===== config.mk =====
export PLATFORM = sky130hd
export DESIGN_NAME = cycle_stretch_unit
export DESIGN_NICKNAME = d
export VERILOG_FILES = /design/src/inc/stretch_pkg.sv /design/src/hdl/cycle_stretch_unit.sv /design/src/hdl/stretch_sync.sv /design/src/hdl/stretch_cfg_reg.sv
export SDC_FILE = /design/constraint.sdc
export NUM_CORES = 1
export LEC_CHECK = 0
export ABC_AREA = 1
export BUFFER_PORTS_ARGS = -buffer_cell sky130_fd_sc_hd__buf_2
export CAP_MARGIN = 20
export CORE_ASPECT_RATIO = 0.5
export CORE_MARGIN = 8
export CORE_UTILIZATION = 41
export DETAILED_ROUTE_END_ITERATION = 16
export PLACE_DENSITY_LB_ADDON = 0.2
export SLEW_MARGIN = 30
export SYNTH_ARGS = -nofsm -noshare
export SYNTH_HDL_FRONTEND = slang
export SYNTH_SLANG_ARGS = --single-unit
export TNS_END_PERCENT = 10

===== constraint.sdc =====
create_clock -name pclk -period 3.9 [get_ports pclk]
set_clock_uncertainty 0.1 [all_clocks]
set_input_delay 0.585 -clock pclk [delete_from_list [all_inputs] [get_ports pclk]]
set_output_delay 0.585 -clock pclk [all_outputs]
set_load 0.02 [all_outputs]

===== src/inc/stretch_pkg.sv =====
// constants and carrier types for the bus cycle stretch unit
// assumes a 32-bit apb slave and an 8-bit configuration register
package stretch_pkg;

  // ------------------------------------------------------------
  // register map
  // ------------------------------------------------------------
  localparam logic [15:0] CFG_OFFSET = 16'hfff8;
  localparam logic [7:0] CFG_RESET = 8'hf3;
  localparam logic [3:0] CFG_FIXED_ONES = 4'hf;
  localparam int MODE_HI_POS = 3;
  localparam int MODE_LO_POS = 2;
  localparam int COUNT_HI_POS = 1;
  localparam int COUNT_LO_POS = 0;

  // ------------------------------------------------------------
  // timing
  // ------------------------------------------------------------
  localparam int CLK_FREQ_MHZ = 25;
  localparam int APB_WAIT_CYCLES = 0;

  // ------------------------------------------------------------
  // types
  // ------------------------------------------------------------
  typedef enum logic [1:0] {
    MODE_FIXED = 2'b00,
    MODE_NONE = 2'b01,
    MODE_PIN_EXT = 2'b10,
    MODE_PIN_TRIG = 2'b11
  } stretch_mode_t;

  typedef struct packed {
    stretch_mode_t mode;
    logic [1:0] count;
  } stretch_cfg_t;

  // bus cycle request from the cpu or transfer controller sequencer
  typedef struct packed {
    logic start;
    logic off_chip;
    logic from_master;
  } cycle_req_t;

endpackage : stretch_pkg


===== src/hdl/cycle_stretch_unit.sv =====
// cycle stretch unit: inserts stretch states between second and third bus states
// assumes a bus sequencer that raises a one-cycle start in the second state
// and moves to the third state in the cycle after stretch_state falls
`timescale 1ns/10ps

// How it works
// - stretch only cpu or transfer-controller cycles to off-chip addresses
// - stretch states sit after the second and before the third bus state
// - reset loads configuration with 0xf3: fixed mode, three states
// - standby leaves configuration untouched; only reset reloads it
// - bits 7..4 read as ones and ignore writes; bits 3..0 read/write
// - mode 00 fixed, 10 pin-extended, 11 pin-triggered
// - mode 01 inserts no stretch states at all
// - count field gives zero to three states; zero still allows pin extension
// - fixed mode ignores the pin and inserts exactly the count
// - pin-extended inserts the count then continues while pin low
// - pin-triggered inserts the count only when pin is low
// - pin-extended samples the pin in the last counted state (the second state when count is zero), holds until high
// - pin-triggered samples the pin once in the second state only
// - fixed mode frees the pin for general i/o; pin modes claim it
module cycle_stretch_unit
  import stretch_pkg::*;
(
  // clock and reset
  input wire logic pclk,
  input wire logic presetn,
  // apb register port
  input wire logic psel,
  input wire logic penable,
  input wire logic pwrite,
  input wire logic [15:0] paddr,
  input wire logic [31:0] pwdata,
  input wire logic [3:0] pstrb,
  output logic [31:0] prdata,
  output logic pready,
  output logic pslverr,
  // bus sequencer side
  input wire stretch_pkg::cycle_req_t req,
  output logic stretch_state,
  output logic cycle_done,
  // stretch request pin, active low
  input wire logic stretch_req_n,
  output logic pin_is_stretch
);

  // ------------------------------------------------------------
  // state and sub-blocks
  // ------------------------------------------------------------
  typedef enum logic [1:0] {
    ST_IDLE = 2'b00,
    ST_COUNT = 2'b01,
    ST_HOLD = 2'b11
  } seq_t;

  seq_t state_r;
  seq_t state_nxt;
  stretch_cfg_t cfg;
  stretch_mode_t mode_r;
  logic [1:0] left_r;
  logic [1:0] left_nxt;
  logic pin_low;
  logic pin_sync;
  logic stretch_nxt;
  logic done_nxt;
  logic [31:0] prdata_w;
  logic pslverr_w;
  logic qualify;

  stretch_cfg_reg u_cfg (
    .pclk(pclk),
    .presetn(presetn),
    .psel(psel),
    .penable(penable),
    .pwrite(pwrite),
    .paddr(paddr),
    .pwdata(pwdata),
    .pstrb(pstrb),
    .prdata(prdata_w),
    .pready(),
    .pslverr(pslverr_w),
    .cfg(cfg)
  );

  stretch_sync u_sync (
    .pclk(pclk),
    .presetn(presetn),
    .pin_in(stretch_req_n),
    .pin_sync(pin_sync)
  );

  assign pin_low = !pin_sync;

  // on-chip module accesses never qualify
  assign qualify = req.start && req.off_chip && req.from_master;

  // decides whether the pin condition applies for a mode
  function automatic logic pin_mode(input stretch_mode_t m);
    pin_mode = (m == MODE_PIN_EXT) || (m == MODE_PIN_TRIG);
  endfunction : pin_mode

  // ------------------------------------------------------------
  // stretch sequencer
  // ------------------------------------------------------------
  // sampling at start is the single sample in the second state
  always_comb
  begin
    state_nxt = state_r;
    left_nxt = left_r;
    stretch_nxt = 1'b0;
    done_nxt = 1'b0;
    case (state_r)
      ST_IDLE:
      begin
        if (qualify) // stretching begins only after the second state
        begin
          case (cfg.mode) // mode field decode
            MODE_FIXED: // pin ignored
              left_nxt = cfg.count;
            MODE_PIN_EXT: // count first, pin may extend even from zero
              left_nxt = cfg.count;
            MODE_PIN_TRIG: // count only if pin low
              left_nxt = pin_low ? cfg.count : 2'b00;
            default: // mode 01 never stretches
              left_nxt = 2'b00;
          endcase
          if (left_nxt != 2'b00)
          begin
            state_nxt = ST_COUNT;
            stretch_nxt = 1'b1;
          end
          else if (cfg.mode == MODE_PIN_EXT && pin_low)
          begin
            state_nxt = ST_HOLD;
            stretch_nxt = 1'b1;
          end
          else
            done_nxt = 1'b1;
        end
      end
      ST_COUNT:
      begin
        left_nxt = left_r - 2'b01;
        if (left_nxt != 2'b00)
          stretch_nxt = 1'b1;
        else if (mode_r == MODE_PIN_EXT && pin_low) // keep going while low
        begin
          state_nxt = ST_HOLD;
          stretch_nxt = 1'b1;
        end
        else
        begin
          state_nxt = ST_IDLE;
          done_nxt = 1'b1; // third state follows
        end
      end
      ST_HOLD:
      begin
        // pin-triggered never reaches here, so only pin-extended reads the pin in stretch states
        if (pin_low)
          stretch_nxt = 1'b1;
        else
        begin
          state_nxt = ST_IDLE;
          done_nxt = 1'b1;
        end
      end
      default:
      begin
        state_nxt = ST_IDLE;
      end
    endcase
  end

  // state register
  always_ff @(posedge pclk or negedge presetn)
  begin
    if (!presetn)
    begin
      state_r <= ST_IDLE;
      left_r <= 2'b00;
    end
    else
    begin
      state_r <= state_nxt;
      left_r <= left_nxt;
    end
  end

  // mode captured per cycle so mid-cycle writes do not disturb it
  always_ff @(posedge pclk or negedge presetn)
  begin
    if (!presetn)
      mode_r <= MODE_FIXED;
    else if (state_r == ST_IDLE && qualify)
      mode_r <= cfg.mode;
  end

  // ------------------------------------------------------------
  // registered outputs
  // ------------------------------------------------------------
  always_ff @(posedge pclk or negedge presetn)
  begin
    if (!presetn)
    begin
      stretch_state <= 1'b0;
      cycle_done <= 1'b0;
    end
    else
    begin
      stretch_state <= stretch_nxt;
      cycle_done <= done_nxt;
    end
  end

  // pin function select follows the live mode
  always_ff @(posedge pclk or negedge presetn)
  begin
    if (!presetn)
      pin_is_stretch <= 1'b0;
    else
      pin_is_stretch <= pin_mode(cfg.mode);
  end

  // apb answer registered for one-flop outputs; ready is high only in the cycle after a setup cycle
  always_ff @(posedge pclk or negedge presetn)
  begin
    if (!presetn)
    begin
      prdata <= 32'h0000_0000;
      pslverr <= 1'b0;
      pready <= 1'b0;
    end
    else
    begin
      prdata <= prdata_w;
      pslverr <= pslverr_w;
      pready <= psel && !penable; // answers in the cycle after setup
    end
  end

endmodule : cycle_stretch_unit


===== src/hdl/stretch_sync.sv =====
// two-flop synchroniser for the stretch request pin
// assumes the pin is asynchronous to pclk
`timescale 1ns/10ps
module stretch_sync
(
  // clock and reset
  input wire logic pclk,
  input wire logic presetn,
  // pin and result
  input wire logic pin_in,
  output logic pin_sync
);

  logic meta_r;

  // the first stage is read only by the second; resets high as the pin idles high
  always_ff @(posedge pclk or negedge presetn)
  begin
    if (!presetn)
    begin
      meta_r <= 1'b1;
      pin_sync <= 1'b1;
    end
    else
    begin
      meta_r <= pin_in;
      pin_sync <= meta_r;
    end
  end

endmodule : stretch_sync


===== src/hdl/stretch_cfg_reg.sv =====
// apb slave holding the stretch configuration register
// assumes a single 32-bit apb master on pclk
`timescale 1ns/10ps
module stretch_cfg_reg
  import stretch_pkg::*;
(
  // apb
  input wire logic pclk,
  input wire logic presetn,
  input wire logic psel,
  input wire logic penable,
  input wire logic pwrite,
  input wire logic [15:0] paddr,
  input wire logic [31:0] pwdata,
  input wire logic [3:0] pstrb,
  output logic [31:0] prdata,
  output logic pready,
  output logic pslverr,
  // configuration out
  output stretch_pkg::stretch_cfg_t cfg
);

  logic [3:0] cfg_r;
  logic hit;

  assign hit = (paddr == CFG_OFFSET);
  assign cfg = stretch_cfg_t'(cfg_r);
  // zero wait state slave
  assign pready = 1'b1;
  // flagged in the setup cycle; the parent registers it into the access cycle
  assign pslverr = psel && !penable && !hit;

  // only a reset or an apb write loads the register; standby has no effect here
  always_ff @(posedge pclk or negedge presetn)
  begin
    if (!presetn)
      cfg_r <= CFG_RESET[3:0];
    else if (psel && penable && pwrite && hit && pstrb[0])
      cfg_r <= pwdata[3:0]; // upper nibble is not writable
  end

  // read data: upper nibble always ones, unmapped reads zero
  always_comb
  begin
    prdata = 32'h0000_0000;
    if (hit)
      prdata = {24'h00_0000, CFG_FIXED_ONES, cfg_r};
  end

endmodule : stretch_cfg_reg


==> results.ini <==
[status]
status=completed

[yosys]
synth_top_family_by_area=simple AND/OR/NAND/NOR gates
synth_area_leaders=dfrtp_1 37%, buf_4 17%, nand2_1 14%
synth_xor_area_share_pct=0
synth_cell_types=20
yosysSeqAreaShare_pct=45.9
synth.most_common_cell=nand2_1
synth_fa_ha_area_share_pct=1.03
synth.avg_cell_area_um2=7.96
synth_edf_count=0
synth.area.mux_share_pct=0
synth_common_cells=45 x nand2_1, 27 x buf_4, 18 x dfrtp_1, 17 x inv_1, 10 x nor2_1
syn_area_um2=1210
synth_compound_gate_area_share_pct=4.55
synth_top_cell_by_area=dfrtp_1
synthCells=152
synthSimpleGateAreaFrac_pct=25.2
yosys.area.top_type_share_pct=37.2
synth_warnings=0
ys_ff_latch=22
ys.flop_type=dfrtp_1
async_reset_ff_share_pct=100

[sta]
maxSlewViolCount=0
min_period_ns=1.50
min_period_over_period_pct=38.4
tns_ns=0
fin_ws_ns=2.40
clock.fmax_ghz=0.667
finalHoldViolCount=0
finalSetupViolCount=0
rsz0062_at_grt=false

[setup_path]
crit_required_ns=3.21
crit_fanout=4
worstSetupStartpointType=flip-flop
cp_top_family=flip-flops
critPathSlowestCell=dfrtp_1
cp_cell_sequence=buf_2
critPathKind=flip-flop to primary output
path_buf_inv=1
crit_path_end_kind=primary output
critical_path.max_stage_delay_ns=0.40
arrival_ns=0.81

[floorplan]
die_y_um=54.4
die_w_um=92.8
start_util_pct=41.6
die_area_um2=5050
ioPinCount=98
coreArea_um2=2910
rows=14

[cts]
clkTransAtPathRegs_ns=0.08
cts_buffers=3
hold_buffers=0
cts_resized=0
cts_setup_buffers=0
cts.path.max_buffers=2
htreeDepth=1
insertion_delay_ns=0.26
tritoncts=built
cts_root_buffer=clkbuf_8
cts.sinks=22

[detailed_routing]
drc_errors=0
first_pass_iters=3
wl_per_cell_um=10.4
drtAntennaViolNets=0
wl_um=2420
drt_first_iter_violations=31
vias=953
viasPerCell=4.11

[worst_hold_path]
hold_class=input port to async pin

[final_layout]
utilization_pct=47.8
diodes=0
drive_above_1_share_pct=28.6
fin_nets=256
area_delta_synth_final_pct=15.0

[grt]
grt_pass1_wl_um=3910
grt_max_degree=23
grt_overflow=0
grtUsageTotal_pct=9.52
grt_antenna_before_repair=0
first_global_vias=991

[pwr]
leakage_uw=0.000798
peakVddDrop_v=0.000190
cellPowerDensity_nw_per_um2=429

[placed_design]
place_hpwl_um=2050
place_ws_ns=2.23
portBuffers=42
routabilityCongestion=0.813

[run]
drv_cap=0

cell type report:
| cell class | count | area (um^2) |
|---|---|---|
| Sequential cell | 22 | 556 |
| Fill cell | 322 | 1520 |
| Tap cell | 40 | 50.0 |
| Inverter | 19 | 71.3 |
| Multi-Input combinational cell | 106 | 463 |
| Clock buffer | 3 | 41.3 |
| Timing Repair Buffer | 42 | 210 |
per-layer routing:
| layer | vias to the layer above | GRT usage, % | part of all wire [%] |
|---|---|---|---|
| li1 | 495 | - | - |
| met3 | 2 | 4.38 | 8.0 |
| met2 | 41 | 17.2 | 47 |
| met4 | 0 | 2.37 | 0.78 |
| met1 | 415 | 10.3 | 44 |
| met5 | - | 0 | 0 |
flip-flops by register name, summed over array words and instances (netlist names):
name             count
mode_r               2
u_cfg.cfg            4
left_r               2
u_sync.pin_sync      1
prdata               5
state_r              2
pin_is_stretch       1
pslverr              1
cycle_done           1
u_sync.meta_r        1
stretch_state        1
pready               1
path summary, 6_finish.rpt:
check	from	to	cells past startpoint	slack (ns)
max	prdata[6]$_DFF_PN0_	prdata[6]	1	2.40
min in group pclk	u_sync.meta_r$_DFF_PN1_	u_sync.pin_sync$_DFF_PN1_	0	0.26
min reg2reg	u_sync.meta_r$_DFF_PN1_	u_sync.pin_sync$_DFF_PN1_	0	0.26
max in group asynchronous	presetn	u_cfg.cfg[0]$_DFFE_PN1P_	1	3.17
max reg2reg	u_sync.pin_sync$_DFF_PN1_	state_r[0]$_DFFE_PN0P_	9	2.44
min	presetn	mode_r[0]$_DFFE_PN0P_	1	0.17
report_power, final:
group	switching, uW	leakage (uW)	total [uW]	internal (uW)
combinational	123	0.000492	185	62.1
clock	66.7	0.0000216	135	68.8
sequential	17.8	0.000284	276	258
logic make-up (layout without fill, tap and decap cells):
group	count (synthesis)	in the layout
AOI/OAI and AO/OA	10	10
adders and majority gates	1	1
other	1	24
DFF	22	22
buffers and inverters	47	64
and+or+nand+nor	71	71
per-stage QoR:
step	hold WS, ns	area [um^2]	power (uW)	std cells
after floorplan	0.189	1300	434	175
after global placement	0.246	1350	464	229
after detailed placement	0.248	1350	467	229
after CTS	0.194	1390	603	232
after global routing	0.214	1390	643	232
final	0.173	1390	596	232
layout by cell type, fill, tap and decap left out, drive strengths merged:
cell type	instances
a21oi	1
buf	42
clkbuf	3
conb	24
dfrtp	18
dfstp	4
ha	1
inv	19
nand2	45
nand3	8
nand3b	1
nand4	2
nor2	13
nor3	2
o211ai	2
o21ai	7
(Power assumes the default switching activity.)
